$ cat config.mk
export PLATFORM = sky130hd
export DESIGN_NAME = pcfc_ctrl_host_flat
export DESIGN_NICKNAME = d
export VERILOG_FILES = /design/src/logic/pcfc_pkg.sv /design/src/logic/pcfc_if.sv /design/src/logic/pcfc_ctrl_host.sv /design/src/flat_wrapper.sv
export SDC_FILE = /design/constraint.sdc
export NUM_CORES = 1
export LEC_CHECK = 0
export BUFFER_PORTS_ARGS = -buffer_cell sky130_fd_sc_hd__buf_2
export CORE_UTILIZATION = 40
export DETAILED_ROUTE_END_ITERATION = 12
export RECOVER_POWER = 100
export SLEW_MARGIN = 5
export SYNTH_ARGS = -nofsm -noshare
export SYNTH_HDL_FRONTEND = slang
export SYNTH_SLANG_ARGS = --single-unit
$ cat constraint.sdc
create_clock -name clock_in -period 2.8 [get_ports clock_in]
set_clock_uncertainty 0.1 [all_clocks]
set_input_delay 0.28 -clock clock_in [delete_from_list [all_inputs] [get_ports clock_in]]
set_output_delay 0.28 -clock clock_in [all_outputs]
set_load 0.005 [all_outputs]
$ cat src/logic/pcfc_pkg.sv
`default_nettype none
package pcfc_pkg;
  // register indices on the device port
  localparam logic [3:0] REG_WPROT = 4'h0;
  localparam logic [3:0] REG_USB_SEL = 4'h1;
  localparam logic [3:0] REG_USB_DIV = 4'h2;
  localparam logic [3:0] REG_HS_SEL = 4'h3;
  localparam logic [3:0] REG_HS_DIV = 4'h4;
  localparam logic [3:0] REG_I3C_SEL = 4'h5;
  localparam logic [3:0] REG_I3C_DIV = 4'h6;
  localparam logic [3:0] REG_CKO = 4'h7;
  localparam logic [3:0] REG_FREQ = 4'h8;
  localparam logic [3:0] REG_LDO = 4'h9;
  localparam logic [3:0] REG_SBY = 4'hA;
  localparam logic [3:0] REG_RUN = 4'hB;
  localparam logic [3:0] REG_FLL_EN = 4'hC;
  localparam logic [3:0] REG_FLL_MUL = 4'hD;
  localparam logic [3:0] REG_STAT = 4'hE;
  // per channel select and divider index: usb, usb high speed, i3c
  localparam int NCH = 3;
  localparam logic [2:0][3:0] CH_SEL_REG = {REG_I3C_SEL, REG_HS_SEL, REG_USB_SEL};
  localparam logic [2:0][3:0] CH_DIV_REG = {REG_I3C_DIV, REG_HS_DIV, REG_USB_DIV};
  // field positions
  localparam int WP_CLK_BIT = 0;
  localparam int WP_LP_BIT = 1;
  localparam int CKO_EN_BIT = 7;
  localparam int LDO_STOP_BIT = 0;
  localparam int LDO_KEEP_BIT = 1;
  localparam int ONE_BIT = 0;
  localparam int STAT_STABLE_BIT = 0;
  // field values and reset values
  localparam logic [1:0] WP_UNLOCK_ALL = 2'h3;
  localparam logic [7:0] RST_BYTE = 8'h00;
  localparam logic [31:0] RST_WORD = 32'h0000_0000;
  // timing
  localparam int CLK_PERIOD_NS = 50;
  localparam int OSC_STAB_NS = 1000;
  localparam logic [7:0] OSC_STAB_CYC =
    8'((OSC_STAB_NS + CLK_PERIOD_NS - 1) / CLK_PERIOD_NS);
  localparam int FLL_WAIT_NS = 2000;
  localparam logic [7:0] FLL_WAIT_CYC =
    8'((FLL_WAIT_NS + CLK_PERIOD_NS - 1) / CLK_PERIOD_NS);
  // controller apb offsets and fields
  localparam logic [11:0] APB_CTRL = 12'h000;
  localparam logic [11:0] APB_STAT = 12'h004;
  localparam logic [11:0] APB_ACC = 12'h008;
  localparam logic [11:0] APB_RDATA = 12'h00C;
  localparam int CTL_START_BIT = 0;
  localparam int CTL_FLL_BIT = 1;
  localparam int CTL_SBY_BIT = 2;
  localparam int CTL_FREQ_LSB = 4;
  localparam int CTL_MUL_LSB = 8;
  localparam int ACC_DATA_LSB = 8;
  localparam int ACC_WE_BIT = 16;
  localparam int ACC_GO_BIT = 31;
  localparam int ST_BUSY_BIT = 0;
  localparam int ST_DONE_BIT = 1;
  localparam int ST_ERR_BIT = 2;
  localparam int ST_STABLE_BIT = 3;
endpackage
`default_nettype wire

$ cat src/logic/pcfc_if.sv
`timescale 1ns/1ns
`default_nettype none
interface pcfc_if;
  // register request from the controller, held until ack
  logic req;
  logic we;
  logic [3:0] addr;
  logic [7:0] wdata;
  // answer from the clock block, one cycle pulse with data
  logic [7:0] rdata;
  logic ack;
  modport dev (input req, we, addr, wdata, output rdata, ack);
  modport host (output req, we, addr, wdata, input rdata, ack);
endinterface
`default_nettype wire

$ cat src/logic/pcfc_ctrl_host.sv
// The implementer's own choices: the APB register port and the register offsets.
`timescale 1ns/1ns
`default_nettype none
module pcfc_ctrl_host (
  // clock and reset
  input wire logic clock_in,
  input wire logic reset_n_in,
  // apb slave
  input wire logic psel_in,
  input wire logic penable_in,
  input wire logic pwrite_in,
  input wire logic [11:0] paddr_in,
  input wire logic [31:0] pwdata_in,
  output logic [31:0] prdata_out,
  output logic pready_out,
  output logic pslverr_out,
  // register port to the clock block
  pcfc_if.host bus
);
  typedef enum logic [4:0] {
    H_IDLE,
    S_UNLOCK,
    S_CHK_LDO,
    S_FREQ,
    S_SBY,
    S_LDO_KEEP,
    S_MUL,
    S_FLL,
    S_RUN,
    S_POLL,
    S_FLL_WAIT,
    S_RECHECK,
    S_RELOCK,
    A_UNLOCK,
    A_OFF,
    A_DO,
    A_RELOCK
  } pcfc_hst_t;
  typedef struct packed {
    pcfc_hst_t st; // sequencer state
    logic use_fll; // trim with frequency lock
    logic keep_sby; // keep running in standby
    logic [2:0] freq; // frequency to program
    logic [7:0] mul; // lock multiplier
    logic [3:0] acc_addr; // single access target
    logic [7:0] acc_data;
    logic acc_we;
    logic busy;
    logic done;
    logic err; // regulator found stopped
    logic stable_seen;
    logic [7:0] acc_rdata; // last read answer
    logic [31:0] prdata; // apb read data
    logic [7:0] wait_cnt; // lock wait counter
    logic [7:0] cko_last; // last pin control sent; only this end writes it
  } pcfc_host_t;
  pcfc_host_t h_r;
  pcfc_host_t h_nxt;
  logic [31:0] apb_rd; // apb read mux
  logic mapped; // offset decodes
  logic apb_wr; // write access phase
  logic ack; // bus answer this cycle

  assign ack = bus.ack;
  assign apb_wr = psel_in && penable_in && pwrite_in;
  assign mapped = (paddr_in == pcfc_pkg::APB_CTRL) || (paddr_in == pcfc_pkg::APB_STAT) ||
                  (paddr_in == pcfc_pkg::APB_ACC) || (paddr_in == pcfc_pkg::APB_RDATA);

  // bus request per state; held until the device acks
  always_comb
  begin
    bus.req = 1'b1;
    bus.we = 1'b1;
    bus.addr = pcfc_pkg::REG_WPROT;
    bus.wdata = pcfc_pkg::RST_BYTE;
    case (h_r.st)
      S_UNLOCK, A_UNLOCK:
        bus.wdata[1:0] = pcfc_pkg::WP_UNLOCK_ALL;
      S_CHK_LDO:
      begin
        bus.we = 1'b0;
        bus.addr = pcfc_pkg::REG_LDO;
      end
      S_FREQ:
      begin
        bus.addr = pcfc_pkg::REG_FREQ;
        bus.wdata[2:0] = h_r.freq;
      end
      S_SBY:
      begin
        bus.addr = pcfc_pkg::REG_SBY;
        bus.wdata[pcfc_pkg::ONE_BIT] = 1'b1;
      end
      S_LDO_KEEP:
      begin
        bus.addr = pcfc_pkg::REG_LDO;
        bus.wdata[pcfc_pkg::LDO_KEEP_BIT] = 1'b1;
      end
      S_MUL:
      begin
        bus.addr = pcfc_pkg::REG_FLL_MUL;
        bus.wdata = h_r.mul;
      end
      S_FLL:
      begin
        bus.addr = pcfc_pkg::REG_FLL_EN;
        bus.wdata[pcfc_pkg::ONE_BIT] = 1'b1;
      end
      S_RUN:
      begin
        bus.addr = pcfc_pkg::REG_RUN;
        bus.wdata[pcfc_pkg::ONE_BIT] = 1'b1;
      end
      S_POLL, S_RECHECK:
      begin
        bus.we = 1'b0;
        bus.addr = pcfc_pkg::REG_STAT;
      end
      S_RELOCK, A_RELOCK:
        bus.wdata = pcfc_pkg::RST_BYTE;
      A_OFF:
      begin
        // pin output off first so divider/select change while disabled
        // old divider and select kept, so only the enable bit moves here
        bus.addr = pcfc_pkg::REG_CKO;
        bus.wdata = h_r.cko_last;
        bus.wdata[pcfc_pkg::CKO_EN_BIT] = 1'b0;
      end
      A_DO:
      begin
        // software picks the usb rates; they pass unchanged
        bus.we = h_r.acc_we;
        bus.addr = h_r.acc_addr;
        bus.wdata = h_r.acc_data;
      end
      default:
        bus.req = 1'b0;
    endcase
  end

  // apb read mux
  always_comb
  begin
    apb_rd = pcfc_pkg::RST_WORD;
    case (paddr_in)
      pcfc_pkg::APB_CTRL:
      begin
        apb_rd[pcfc_pkg::CTL_FLL_BIT] = h_r.use_fll;
        apb_rd[pcfc_pkg::CTL_SBY_BIT] = h_r.keep_sby;
        apb_rd[pcfc_pkg::CTL_FREQ_LSB +: 3] = h_r.freq;
        apb_rd[pcfc_pkg::CTL_MUL_LSB +: 8] = h_r.mul;
      end
      pcfc_pkg::APB_STAT:
      begin
        apb_rd[pcfc_pkg::ST_BUSY_BIT] = h_r.busy;
        apb_rd[pcfc_pkg::ST_DONE_BIT] = h_r.done;
        apb_rd[pcfc_pkg::ST_ERR_BIT] = h_r.err;
        apb_rd[pcfc_pkg::ST_STABLE_BIT] = h_r.stable_seen;
      end
      pcfc_pkg::APB_ACC:
      begin
        apb_rd[3:0] = h_r.acc_addr;
        apb_rd[pcfc_pkg::ACC_DATA_LSB +: 8] = h_r.acc_data;
        apb_rd[pcfc_pkg::ACC_WE_BIT] = h_r.acc_we;
      end
      pcfc_pkg::APB_RDATA:
        apb_rd[7:0] = h_r.acc_rdata;
      default:
        apb_rd = pcfc_pkg::RST_WORD;
    endcase
  end

  // sequencer and apb register writes
  always_comb
  begin
    h_nxt = h_r;
    case (h_r.st)
      H_IDLE:
        h_nxt.st = H_IDLE;
      S_UNLOCK:
        if (ack)
          h_nxt.st = S_CHK_LDO;
      S_CHK_LDO:
        if (ack)
        begin
          // stopped regulator: abort but still relock
          if (bus.rdata[pcfc_pkg::LDO_STOP_BIT])
          begin
            h_nxt.err = 1'b1;
            h_nxt.st = S_RELOCK;
          end
          else
            h_nxt.st = S_FREQ;
        end
      S_FREQ:
        if (ack)
          h_nxt.st = h_r.keep_sby ? S_SBY : (h_r.use_fll ? S_MUL : S_RUN);
      S_SBY:
        if (ack)
          h_nxt.st = S_LDO_KEEP;
      S_LDO_KEEP:
        if (ack)
          h_nxt.st = h_r.use_fll ? S_MUL : S_RUN;
      S_MUL:
        if (ack)
          h_nxt.st = S_FLL;
      S_FLL:
        if (ack)
          h_nxt.st = S_RUN;
      S_RUN:
        if (ack)
          h_nxt.st = S_POLL;
      S_POLL:
        // a clear flag simply reissues the read
        if (ack && bus.rdata[pcfc_pkg::STAT_STABLE_BIT])
        begin
          h_nxt.stable_seen = 1'b1;
          h_nxt.wait_cnt = 8'h00;
          h_nxt.st = h_r.use_fll ? S_FLL_WAIT : S_RELOCK;
        end
      S_FLL_WAIT:
        if (h_r.wait_cnt == pcfc_pkg::FLL_WAIT_CYC)
          h_nxt.st = S_RECHECK;
        else
          h_nxt.wait_cnt = h_r.wait_cnt + 8'h01;
      S_RECHECK:
        if (ack)
          h_nxt.st = bus.rdata[pcfc_pkg::STAT_STABLE_BIT] ? S_RELOCK : S_POLL;
      S_RELOCK, A_RELOCK:
        if (ack)
        begin
          h_nxt.st = H_IDLE;
          h_nxt.busy = 1'b0;
          h_nxt.done = 1'b1;
        end
      A_UNLOCK:
        if (ack)
          h_nxt.st = (h_r.acc_we && h_r.acc_addr == pcfc_pkg::REG_CKO) ? A_OFF : A_DO;
      A_OFF:
        if (ack)
          h_nxt.st = A_DO;
      A_DO:
        if (ack)
        begin
          h_nxt.acc_rdata = bus.rdata;
          h_nxt.st = A_RELOCK;
          // remember the pin setting for the next disable step
          if (h_r.acc_we && h_r.acc_addr == pcfc_pkg::REG_CKO)
            h_nxt.cko_last = h_r.acc_data;
        end
      default:
        h_nxt.st = H_IDLE;
    endcase
    // read data captured in the setup cycle for a zero-wait access
    if (psel_in && !penable_in)
      h_nxt.prdata = apb_rd;
    // orders are refused while a sequence runs
    if (apb_wr && !h_r.busy && paddr_in == pcfc_pkg::APB_CTRL)
    begin
      h_nxt.use_fll = pwdata_in[pcfc_pkg::CTL_FLL_BIT];
      h_nxt.keep_sby = pwdata_in[pcfc_pkg::CTL_SBY_BIT];
      h_nxt.freq = pwdata_in[pcfc_pkg::CTL_FREQ_LSB +: 3];
      h_nxt.mul = pwdata_in[pcfc_pkg::CTL_MUL_LSB +: 8];
      if (pwdata_in[pcfc_pkg::CTL_START_BIT])
      begin
        h_nxt.busy = 1'b1;
        h_nxt.done = 1'b0;
        h_nxt.err = 1'b0;
        h_nxt.stable_seen = 1'b0;
        h_nxt.st = S_UNLOCK;
      end
    end
    if (apb_wr && !h_r.busy && paddr_in == pcfc_pkg::APB_ACC)
    begin
      h_nxt.acc_addr = pwdata_in[3:0];
      h_nxt.acc_data = pwdata_in[pcfc_pkg::ACC_DATA_LSB +: 8];
      h_nxt.acc_we = pwdata_in[pcfc_pkg::ACC_WE_BIT];
      if (pwdata_in[pcfc_pkg::ACC_GO_BIT])
      begin
        h_nxt.busy = 1'b1;
        h_nxt.done = 1'b0;
        h_nxt.st = A_UNLOCK;
      end
    end
  end

  // state register
  always_ff @(posedge clock_in or negedge reset_n_in)
  begin
    if (!reset_n_in)
      h_r <= '0;
    else
      h_r <= h_nxt;
  end

  assign prdata_out = h_r.prdata;
  assign pready_out = 1'b1;
  assign pslverr_out = psel_in && penable_in && !mapped;
endmodule
`default_nettype wire

$ cat src/flat_wrapper.sv
// flat-port wrapper written by rule: the top's interface ports become plain ports
module pcfc_ctrl_host_flat 
  (clock_in, reset_n_in, psel_in, penable_in, pwrite_in, paddr_in, pwdata_in, prdata_out, pready_out, pslverr_out, bus_req, bus_we, bus_addr, bus_wdata, bus_rdata, bus_ack);
  pcfc_if bus_i ();
  input wire logic clock_in;
  input wire logic reset_n_in;
  input wire logic psel_in;
  input wire logic penable_in;
  input wire logic pwrite_in;
  input wire logic [11:0] paddr_in;
  input wire logic [31:0] pwdata_in;
  output logic [31:0] prdata_out;
  output logic pready_out;
  output logic pslverr_out;
  output wire logic [$bits(bus_i.req)-1:0] bus_req;
  output wire logic [$bits(bus_i.we)-1:0] bus_we;
  output wire logic [$bits(bus_i.addr)-1:0] bus_addr;
  output wire logic [$bits(bus_i.wdata)-1:0] bus_wdata;
  input wire logic [$bits(bus_i.rdata)-1:0] bus_rdata;
  input wire logic [$bits(bus_i.ack)-1:0] bus_ack;
  assign bus_req = bus_i.req;
  assign bus_we = bus_i.we;
  assign bus_addr = bus_i.addr;
  assign bus_wdata = bus_i.wdata;
  assign bus_i.rdata = bus_rdata;
  assign bus_i.ack = bus_ack;
  pcfc_ctrl_host u_core (.clock_in(clock_in), .reset_n_in(reset_n_in), .psel_in(psel_in), .penable_in(penable_in), .pwrite_in(pwrite_in), .paddr_in(paddr_in), .pwdata_in(pwdata_in), .prdata_out(prdata_out), .pready_out(pready_out), .pslverr_out(pslverr_out), .bus(bus_i));
endmodule
Yosys cells after proc, flatten, opt, wreduce, memory -nomap -nowiden
Cells that the tools add are included.

Output and inout bits: 48. Register bits: 75. Input bits: 58.

Mux-type cells: 54. Add/sub/neg operators: 1. Reductions and logical operators: 27. Equal/unequal tests: 23.

Operators by type and width (number): 5-bit 2-to-1 mux (19); 5-bit one-hot mux with 15 select lines (1); 5-bit by 4-bit == test with 1-bit output (second input constant) (8); 4-bit one-hot mux with 9 select lines (1); 8-bit one-hot mux with 2 select lines (2); 12-bit by 4-bit == test with 1-bit output (second input constant) (2); 5-bit by 3-bit == test with 1-bit output (second input constant) (4); 18-bit 2-to-1 mux (1); 4-bit 2-to-1 mux (4); 8-bit 2-to-1 mux (2); 5-bit one-hot mux with 3 select lines (1); 15-bit OR reduction (1); 12-bit by 3-bit == test with 1-bit output (second input constant) (1); 12-bit logical NOT (1); 5-bit by 2-bit == test with 1-bit output (second input constant) (2); 1-bit one-hot mux with 5 select lines (2); 1-bit logical AND (9); 1-bit 2-to-1 mux (9); 8-bit by 1-bit adder with 8-bit output (second input constant) (1); 8-bit by 6-bit == test with 1-bit output (second input constant) (1); 2-bit 2-to-1 mux (4); 2-bit one-hot mux with 4 select lines (1); 3-bit 2-to-1 mux (2); 1-bit one-hot mux with 3 select lines (2); 16 further kinds (24).

Logic depth before layout (Yosys ltp)
Gate-level depths: netlist of the first run.

Depth after elaboration: 9. Depth in mapped cells: 7. Mapped depth without buffers: 7.

Least setup slack after synthesis of the first run
Ideal clock, no wire load.

Path type: input to register. Start point: input port paddr_in[2]. End point: register u_core.h_r[73] (netlist name). Setup slack: 664 ps. Arrival time: 1911 ps. Cell stages on the path: 7. Cell sequence: buf_2 -> or3b_4 -> nor4_4 -> and2_1 -> buf_6 -> buf_8 -> mux2_4.

Longest elaborated chain between the ends: 2.

Ends and longest elaborated chain: start, declared (RTL line flat_wrapper.sv:10) `input wire logic [11:0] paddr_in;`; 12-bit logical NOT (RTL line pcfc_ctrl_host.sv:258) `if (apb_wr && !h_r.busy && paddr_in == pcfc_pkg::APB_CTRL)`; 1-bit logical AND (RTL line pcfc_ctrl_host.sv:258); end signal, assigned (RTL line pcfc_ctrl_host.sv:293) `h_r <= h_nxt;`; end, declared (RTL line pcfc_ctrl_host.sv:57) `pcfc_host_t h_r;`.

No other way between the ends. A chain may end at the register's enable or synchronous reset.

Worst setup path after layout of the first run
Start point: register u_core.h_r[90] (netlist name). End point: output port bus_wdata[3].

Longest elaborated chain between the ends: 2. Elaborated cells on any way between the ends: 4. Classes of those cells: eq/ne (3); mux (1).

Ends and longest elaborated chain: 5-bit by 4-bit == test with 1-bit output or 5-bit by 3-bit == test with 1-bit output (tied branches) (RTL line pcfc_ctrl_host.sv:76) `case (h_r.st)`; 5-bit one-hot mux with 3 select lines (*) (RTL line pcfc_ctrl_host.sv:76); end, declared (RTL line flat_wrapper.sv:18) `output wire logic [$bits(bus_i.wdata)-1:0] bus_wdata;`.

Every way passes the cells marked *; elsewhere a longest branch is shown, timed or not.

==> flow_summary.yaml, run 1 <==
run_status:
  outcome: "finished with violations"
  failed_checks: "capacitance limit, slew limit"
min_path:
  hold_depth: 2
  hold_class: "in2reg"
route:
  wl_per_cell_um: 17.0
  drt_iter0_drc: 342
  dr.pass1.iters: 4
  vias: 3386
  finalWirelength_um: 10500
  drtAntennaViolNets: 0
  drc: 0
  vias_per_cell: 5.49
critical_path:
  worstPathMaxFanout: 21
  reg2reg_to: "u_core.h_r[80]$_DFFE_PN0P_"
  crit_type: "reg2out"
  crit_path_frequent_cell: "clkbuf_1"
  critPathLaunchType: "flip-flop"
  reg2reg_from: "u_core.h_r[59]$_DFF_PN0_"
  reg2reg_depth: 5
  critPathLaunch: "u_core.h_r[90]$_DFF_PN0_"
  required_ps: 2420
  critPathArrivalTime_ps: 2200
  slowest_delay_ps: 380
  crit_slowest_cell: "dfrtp_1"
  cp_cell_sequence: "clkbuf_2 > nand2b_1 > nor2_1 > clkbuf_1 > a22oi_1 > nand2_1 > clkbuf_1"
  critPathCapture: "bus_wdata[3]"
  ff2ff_setup_slack_ps: 310
  crit_path_end_kind: "output port"
sta:
  fmax_mhz: 388
  drv_slew: 76
  timing_hold_violations_final: 0
  worstMarginPinSlew_ps: 1830
  fin_crit_sh_pct: 92.0
  relSlewSlack_pct: -21.7
  setup_viol: 0
  rsz0062_at_grt: "false"
  final.min_clock_period_ps: 2580
  finalSetupTns_ps: 0
global_routing:
  grt_pass1_vias: 3324
  grtUsageTotal_pct: 20.1
  antenna_found_initial: 0
  grt_max_degree: 76
  grt_overflow: 0
  grt_pass1_wl_um: 17400
die:
  rows: 37
  die_h_um: 106
  fp.dieW_um: 106
  initial_utilization_pct: 41.6
  io_pins: 106
  core_area_sq_mm: 0.0104
  die_area_sq_mm: 0.0112
clock_tree:
  clkSinkCount: 75
  clk_pin_slew_ps: 80
  cts_made_buffers: 9
  cts_root_buffer: "clkbuf_8"
  tritoncts: "yes"
  post_cts_resized: 0
  clock_latency_ps: 360
  cts.path.max_buffers: 2
  cts.htree.levels: 3
power_and_ir_drop:
  internal-power_uw: 1580
  switching_share_pct: 24.4
  ir_drop_v: 0.000211
  p_clk_share_pct: 42.1
  p_sw_uw: 508
  seqPwrFrac_pct: 52.8
  pwr-share-comb_pct: 5.1
  power_density_mw_per_mm2: 435
  p_leak_uw: 0.00232
synth:
  synth_area_sq_mm: 0.00431
  netlist_instances: 417
  ys_warn_count: 0
  synth_most_common_cell: "dfrtp_1"
  synth.ff_latch_count: 75
  yosys.area.top_type: "dfrtp_1"
  yosys.area.top_type_share_pct: 43.6
  synthArstFlopShare_pct: 100
  synth_flop_cell: "dfrtp_1"
  netlist_top_cells_count: "dfrtp_1, mux2_2, buf_4, nand2_1, nor2_1"
  synth_area_leaders: "dfrtp_1, mux2_2, buf_4"
  syn-mean-instance-area_sq_um: 10.3
  synth.distinct_cells: 65
  synth_edf_count: 0
  ys_seq_area_share_pct: 43.6
cells_and_area:
  layout-drive-gt1-share_pct: 27.9
  antenna_cells: 0
  nNetsFinal: 536
  area_delta_synth_final_pct: 11.4
  layoutNonFillerInstCount: 617
place:
  dpl.cell_count: 600
  place_hpwl_um: 7450
  port_buffers: 74
  gp_congestion: 0.868
job:
  maxCapViolCount: 1
-- worst min-delay path by stage --
stage	startpoint	end	slack, ps
floorplan	reset_n_in	u_core.h_r[0]$_DFFE_PN0P_	-120
global placement	u_core.prdata_out[2]$_DFFE_PN0P_	u_core.prdata_out[2]$_DFFE_PN0P_	360
detailed placement	u_core.prdata_out[0]$_DFFE_PN0P_	u_core.prdata_out[0]$_DFFE_PN0P_	370
CTS	bus_rdata[2]	u_core.h_r[50]$_DFFE_PN0P_	30
global route	bus_rdata[4]	u_core.h_r[52]$_DFFE_PN0P_	30
finish	bus_rdata[2]	u_core.h_r[50]$_DFFE_PN0P_	50
-- sequential cells by signal (all words and copies together), names as in the netlist --
signal,flops
u_core.h_r,58
u_core.prdata_out,17
-- power by group through the flow --
stage / sequential (uW) / combinational, uW / clock [uW]
2_1_floorplan: 1120 / 60.6 / 0
4_1_cts: 1100 / 112 / 902
3_5_place_dp: 1120 / 110 / 0
6_report: 1100 / 107 / 879
3_3_place_gp: 1120 / 108 / 0
5_1_grt: 1100 / 123 / 947
-- worst max-delay path, delay by kind of cell (launching register included) --
family	cells	cell delay (ps)
flops	1	380
buf+inv	3	710
compound gates	1	120
simple gates	3	610
-- area by class of cell --
cell class | count | area, sq um
inverters | 10 | 37.5
clock inverters | 6 | 71.3
multi-input cells | 291 | 2060
flip-flops and latches | 75 | 1880
fillers | 1011 | 5570
well taps | 136 | 170
repair buffers | 89 | 453
clock buffers | 10 | 138
-- repair_timing --
| item | CTS | global route |
|---|---|---|
| hold buffers | 1 | 0 |
| endpoints found under the hold margin | 6 | 0 |
| endpoints found under the setup margin | 0 | 0 |
| buffers inserted | 0 | 0 |
-- through the flow --
step / instance area (sq um) / hold slack [ps] / util (%) / power [uW] / setup slack [ps]
final: 4800 / 48.8 / 46.3 / 2090 / 224
after global routing: 4800 / 31.4 / 46.3 / 2170 / 102
after CTS: 4890 / 31.7 / 47.1 / 2110 / 262
after detailed placement: 4670 / 366 / 45.0 / 1230 / 358
after global placement: 4670 / 361 / 45.0 / 1230 / 375
after floorplan: 4360 / -116 / - / 1180 / 664
-- kinds of logic after synthesis --
logic type	Yosys count	synth area share (%)
muxes	50	14.1
and+or+nand+nor	134	16.8
buffers and inverters	65	9.12
DFF	75	43.6
adders and majority gates	2	0.581
xor gates and xnor gates	7	1.42
other	2	0.174
AOI/OAI and AO/OA	82	14.2
-- layer usage --
layer	vias up	share of wire [%]	GRT usage [%]	routed length (um)
met5	-	0	0	0
met4	0	1.1	5.85	116
met3	10	6.8	4.82	713
met2	133	47	32.1	4900
met1	1660	46	27.0	4790
li1	1583	-	-	-
-- layout by cell type, fill, tap and decap left out, types with 5 or more instances in the layout --
master / synthesis / final
clkbuf_8: 0 / 10
and2_1: 10 / 9
mux2i_1: 5 / 5
mux2_1: 0 / 7
nor2_1: 29 / 29
clkbuf_2: 0 / 7
a21oi_1: 7 / 7
a22oi_1: 10 / 10
mux2_2: 35 / 35
nand4_1: 6 / 6
xor2_1: 7 / 7
and2_0: 4 / 5
a221o_1: 12 / 12
nand2_1: 32 / 33
inv_1: 8 / 8
nor3_1: 6 / 7
nor2b_1: 7 / 7
o21ai_0: 17 / 17
nand3_1: 7 / 7
buf_2: 2 / 59
conb_1: 2 / 16
clkbuf_1: 16 / 14
buf_4: 34 / 8
nand2b_1: 10 / 10
dfrtp_1: 75 / 75
(Power assumes the default switching activity.)
==> run 2: changes to the inputs <==
Settings changed: RECOVER_POWER 100 to default.
==> run 2 against run 1 <==
Compared with the run above: the run now ends clean; cell count did not move; hold slack got worse by 2.3 ps; register-to-register slack improved by 200 ps; combinational power barely moved; clock power barely moved; routed wire length fell by 0.16%; via count rose by 1.2%; highest routed layer unchanged.
==> flow_summary.yaml, run 2 (synthesized netlist as in run 1, its figures left out) <==
run_status:
  outcome: "completed"
sta:
  hold_slack_ps: 46.4
  fmax_mhz: 391
  finalSetupTns_ps: 0
  setup_viol: 0
  drv_slew: 0
  worstMarginPinSlew_ps: 939
  fin_crit_sh_pct: 91.3
  final.min_clock_period_ps: 2560
  timing_hold_violations_final: 0
  relSlewSlack_pct: 37.4
  rsz0062_at_grt: "false"
clock_tree:
  cts.htree.levels: 3
  clk_pin_slew_ps: 90
  clock_latency_ps: 360
  clkSinkCount: 75
  post_cts_resized: 0
  post-cts-setup-buffers: 0
  cts_made_buffers: 9
  cts.path.max_buffers: 2
  tritoncts: "yes"
  cts_root_buffer: "clkbuf_8"
cells_and_area:
  layout_commonest_cell: "dfrtp_1"
  final_cell_mix: "dfrtp_1, buf_2, mux2_2, nand2_1, nor2_1"
  post-route-util_pct: 47.1
  n_fill_cell: 994
  seqCellArea_sq_mm: 0.00188
  layout-drive-gt1-share_pct: 32.8
  antenna_cells: 0
  area_delta_synth_final_pct: 13.4
  top_register: "u_core.h_r"
  multi_input_area_sq_mm: 0.00209
  nNetsFinal: 536
  largest_reg_flops: 58
  design_area_sq_mm: 0.00489
route:
  drt_iter0_drc: 394
  drtAntennaViolNets: 0
  dr.pass1.iters: 4
  wl_per_cell_um: 17.0
  vias: 3425
  finalWirelength_um: 10500
  vias_per_cell: 5.55
  drc: 0
critical_path:
  critPathArrivalTime_ps: 2180
  crit_type: "reg2out"
  crit_family: "compound AO/OA/AOI/OAI gates"
  reg2reg_depth: 5
  cp.depth: 6
  worst-path-buf-inv: 1
  crit_slowest_cell: "dfrtp_1"
  crit_path_end_kind: "output port"
  slowest_delay_ps: 520
  critPathLaunchType: "flip-flop"
  worstPathMaxFanout: 13
  required_ps: 2420
  cp_cell_sequence: "nand2b_1 > nand2_1 > nor2_1 > o32a_1 > o221ai_1 > buf_2"
power_and_ir_drop:
  power_density_mw_per_mm2: 427
  p_leak_uw: 0.00239
  ir_drop_v: 0.000207
die:
  initial_utilization_pct: 41.6
  core_area_sq_mm: 0.0104
  fp.dieW_um: 106
  rows: 37
  io_pins: 106
  die_h_um: 106
  die_area_sq_mm: 0.0112
global_routing:
  grt_max_degree: 76
  grt_overflow: 0
  grt_pass1_wl_um: 17400
  antenna_found_initial: 0
  grt_pass1_vias: 3324
  grtUsageTotal_pct: 20.1
place:
  place_hpwl_um: 7450
  gp_congestion: 0.868
  dpl_cell_area_sq_mm: 0.00467
  port_buffers: 74
job:
  maxCapViolCount: 0
min_path:
  hold_depth: 2
  hold_class: "in2reg"
run 2: worst paths after layout:
kind / startpoint / endpoint / slack [ps]
setup / recovery: u_core.h_r[88]$_DFF_PN0_ / bus_wdata[0] / 240
hold / removal: bus_rdata[2] / u_core.h_r[50]$_DFFE_PN0P_ / 50
setup reg to reg: u_core.h_r[59]$_DFF_PN0_ / u_core.h_r[77]$_DFFE_PN0P_ / 510
hold reg to reg: u_core.prdata_out[0]$_DFFE_PN0P_ / u_core.prdata_out[0]$_DFFE_PN0P_ / 380
max in group asynchronous: reset_n_in / u_core.h_r[14]$_DFFE_PN0P_ / 1480
min in group asynchronous: reset_n_in / u_core.h_r[85]$_DFFE_PN0P_ / 480
run 2: worst register-to-register path, delay by kind of cell, from the launching register on:
kind                   cells  cell delay (ps)
and+or+nand+nor            3             1130
buffers and inverters      1              190
DFF                        1              410
muxes                      1              340
run 2: through the flow:
stage | setup WS (ps) | cells | power (uW)
final | 243 | 617 | 2090
after global routing | 112 | 617 | 2170
after CTS | 262 | 617 | 2110
after detailed placement | 358 | 600 | 1230
after global placement | 375 | 600 | 1230
after floorplan | 664 | 431 | 1180
run 2: repair_timing:
item / in CTS / in global routing
hold buffers: 1 / 0
endpoints found under the hold margin: 6 / 0
endpoints found under the setup margin: 0 / 0
run 2: final cells by class:
| class | instances | share of cell area, % |
|---|---|---|
| well taps | 136 | 3.48 |
| flip-flops and latches | 75 | 38.4 |
| multi-input cells | 291 | 42.8 |
| inverters | 10 | 0.768 |
| clock inverters | 6 | 1.46 |
| clock buffers | 10 | 2.82 |
| repair buffers | 89 | 10.2 |
run 2: metal layers:
metal	vias to the layer above	part of all wire [%]	track usage [%]
met5	-	0	0
met4	0	1.2	5.85
met3	18	5.9	4.82
met1	1702	46	27.0
met2	117	47	32.1
li1	1588	-	-
run 2: power breakdown:
| part | switching (uW) | internal (uW) | total (uW) |
|---|---|---|---|
| Sequential | 7.42 | 1090 | 1100 |
| Combinational | 66.3 | 42.6 | 109 |
| Clock | 435 | 443 | 878 |
==> run 3: changes to the inputs <==
Settings changed: ABC_AREA from default to 1, CORE_UTILIZATION 40 to 35.
==> run 3 against run 2 <==
Compared with the run above: the run now ends with hold timing left; flip-flop and latch count did not move; final area increased by 5.9%; hold slack got worse by 57 ps; critical endpoint is now bus_addr[0]; count of clock-buffer cells in the layout did not move; non-clock buffer count decreased by 10; highest routed layer unchanged; sequential power up 12%.
==> flow_summary.yaml, run 3 <==
run_status:
  outcome: "finished with violations"
  failed_checks: "hold timing"
die:
  rows: 41
  io_pins: 106
  die_h_um: 116
  initial_utilization_pct: 35.8
  die_area_sq_mm: 0.0134
  fp.dieW_um: 116
  core_area_sq_mm: 0.0126
critical_path:
  reg2reg_to: "u_core.h_r[10]$_DFFE_PN0P_"
  worstPathMaxFanout: 9
  ff2ff_setup_slack_ps: 830
  cp_cell_sequence: "inv_2 > nand2_1 > nor2_2 > nand2_1 > inv_2 > nor2_1 > nand3_1 > buf_2"
  reg2reg_from: "u_core.h_r[87]$_DFF_PN0_"
  crit_path_end_kind: "output port"
  crit_slowest_cell: "dfrtp_1"
  critPathLaunchType: "flip-flop"
  crit_type: "reg2out"
  required_ps: 2420
  slowest_delay_ps: 470
  reg2reg_depth: 9
  critPathArrivalTime_ps: 2140
clock_tree:
  cts.htree.levels: 3
  ctsHoldBuffers: 0
  cts_root_buffer: "clkbuf_16"
  clkSinkCount: 75
  post-cts-setup-buffers: 0
  post_cts_resized: 0
  clock_latency_ps: 340
  clk_pin_slew_ps: 60
  cts_made_buffers: 9
  tritoncts: "yes"
  cts.path.max_buffers: 2
route:
  drtAntennaViolNets: 0
  wl_per_cell_um: 14.4
  dr.pass1.iters: 4
  drt_iter0_drc: 273
  vias_per_cell: 4.91
  finalWirelength_um: 12400
  drc: 0
  vias: 4199
synth:
  synth.distinct_cells: 37
  synth_area_sq_mm: 0.00452
  synth_top_family_by_area: "simple AND/OR/NAND/NOR gates"
  synth_area_leaders: "dfrtp_1, nand2_1, nand3_1"
  synth_most_common_cell: "nand2_1"
  synthArstFlopShare_pct: 100
  netlist_instances: 621
  yosys.area.top_type: "dfrtp_1"
  synth_edf_count: 0
  yosys.area.top_type_share_pct: 41.6
  synth_compound_area_share_pct: 10.7
  syn-mean-instance-area_sq_um: 7.27
  ys_warn_count: 0
  synth_flop_cell: "dfrtp_1"
  synth.ff_latch_count: 75
  netlist_top_cells_count: "nand2_1, dfrtp_1, inv_1, nand3_1, nor2_1"
  synthXorXnorAreaFrac_pct: 0.582
  ys_seq_area_share_pct: 41.6
  synth_fa_ha_area_share_pct: 0.554
  synth-simple-area-share_pct: 33.5
  synth.area.mux_share_pct: 0
cells_and_area:
  final_cell_mix: "nand2_1, dfrtp_1, buf_2, inv_1, nand3_1"
  largest_reg_flops: 58
  nNetsFinal: 739
  layout_commonest_cell: "nand2_1"
  antenna_cells: 0
  area_delta_synth_final_pct: 14.5
  layout-drive-gt1-share_pct: 19.4
  top_register: "u_core.h_r"
sta:
  fmax_mhz: 396
  setup_viol: 0
  relSlewSlack_pct: 35.8
  final.min_clock_period_ps: 2520
  rsz0062_at_grt: "false"
  timing_hold_violations_final: 5
  fin_crit_sh_pct: 90.1
  finalSetupTns_ps: 0
  fin_ws_ps: 277
  drv_slew: 0
  hold_slack_ps: -10.5
  worstMarginPinSlew_ps: 963
job:
  maxCapViolCount: 0
power_and_ir_drop:
  p_sw_uw: 1000
  p_clk_share_pct: 38.4
  switching_share_pct: 32.5
  seqPwrFrac_pct: 40.0
  power_density_mw_per_mm2: 596
  pwr-share-comb_pct: 21.5
  ir_drop_v: 0.000251
  p_total_uw: 3080
  internal-power_uw: 2080
  p_leak_uw: 0.00274
global_routing:
  grt_pass1_wl_um: 20400
  grt_overflow: 0
  grt_max_degree: 76
  grt_pass1_vias: 3958
  antenna_found_initial: 0
  grtUsageTotal_pct: 20.0
place:
  place_hpwl_um: 9170
  port_buffers: 74
  gp_congestion: 0.892
  dp_slack_ps: 632
min_path:
  hold_class: "in2async"
==> run 3: changes by cell type after synthesis, moves of 12 or more <==
cell,change
nor2_1,+17
nand3_1,+48
o21ai_0,+21
clkbuf_1,-12
mux2_2,-35
nand2_1,+165
a221o_1,-12
inv_1,+49
==> run 3: cell families after synthesis <==
kind of cell             after synthesis
buffers and inverters                115
adder cells (fa/ha/maj)                2
XOR/XNOR                               3
flip-flops                            75
other                                  2
AND/OR/NAND/NOR                      341
AO/OA/AOI/OAI                         83
==> run 3: worst max path at each step <==
| stage | start | end | cells past startpoint |
|---|---|---|---|
| after floorplan | u_core.h_r[90]$_DFF_PN0_ | bus_wdata[2] | 9 |
| after global placement | u_core.h_r[90]$_DFF_PN0_ | bus_addr[0] | 8 |
| after detailed placement | u_core.h_r[90]$_DFF_PN0_ | bus_wdata[0] | 8 |
| after CTS | u_core.h_r[90]$_DFF_PN0_ | bus_wdata[0] | 8 |
| after global routing | u_core.h_r[90]$_DFF_PN0_ | bus_wdata[3] | 6 |
| final | u_core.h_r[90]$_DFF_PN0_ | bus_addr[0] | 8 |
==> run 3: critical path, delay by kind of cell (launching register included) <==
kind | cells | cell delay [ps]
simple gates | 5 | 850
buf+inv | 3 | 500
flops | 1 | 470
==> run 3: final cells by class <==
| cell class | instances | area (sq um) |
|---|---|---|
| clock buffer | 10 | 239 |
| clock inverter | 6 | 62.6 |
| fill | 1340 | 7450 |
| inverter | 69 | 262 |
| multi-input combinational | 445 | 2110 |
| sequential | 75 | 1880 |
| tap | 172 | 215 |
| timing repair buffer | 79 | 410 |
==> run 3: metal layers <==
metal / wire (um) / global-route usage, % / share of wire [%]
met1: 5800 / 28.2 / 47
met2: 5780 / 31.8 / 47
met3: 612 / 2.30 / 5.0
met4: 165 / 7.01 / 1.3
met5: 0 / 0 / 0
==> run 3: metrics by stage <==
step / hold WS, ps / instance area, sq um / std cells / util [%]
detailed placement: 360 / 4870 / 840 / 38.6
global placement: 359 / 4870 / 840 / 38.6
finish: -10.5 / 5170 / 856 / 41.0
global route: 42.9 / 5170 / 856 / 41.0
floorplan: -116 / 4570 / 635 / -
CTS: 31.5 / 5170 / 856 / 41.0
==> run 3: power by group through the flow <==
stage | sequential [uW] | clock [uW] | combinational, uW
floorplan | 1220 | 0 | 449
global placement | 1250 | 0 | 663
detailed placement | 1250 | 0 | 659
CTS | 1230 | 1200 | 663
global route | 1240 | 1250 | 750
finish | 1230 | 1180 | 664
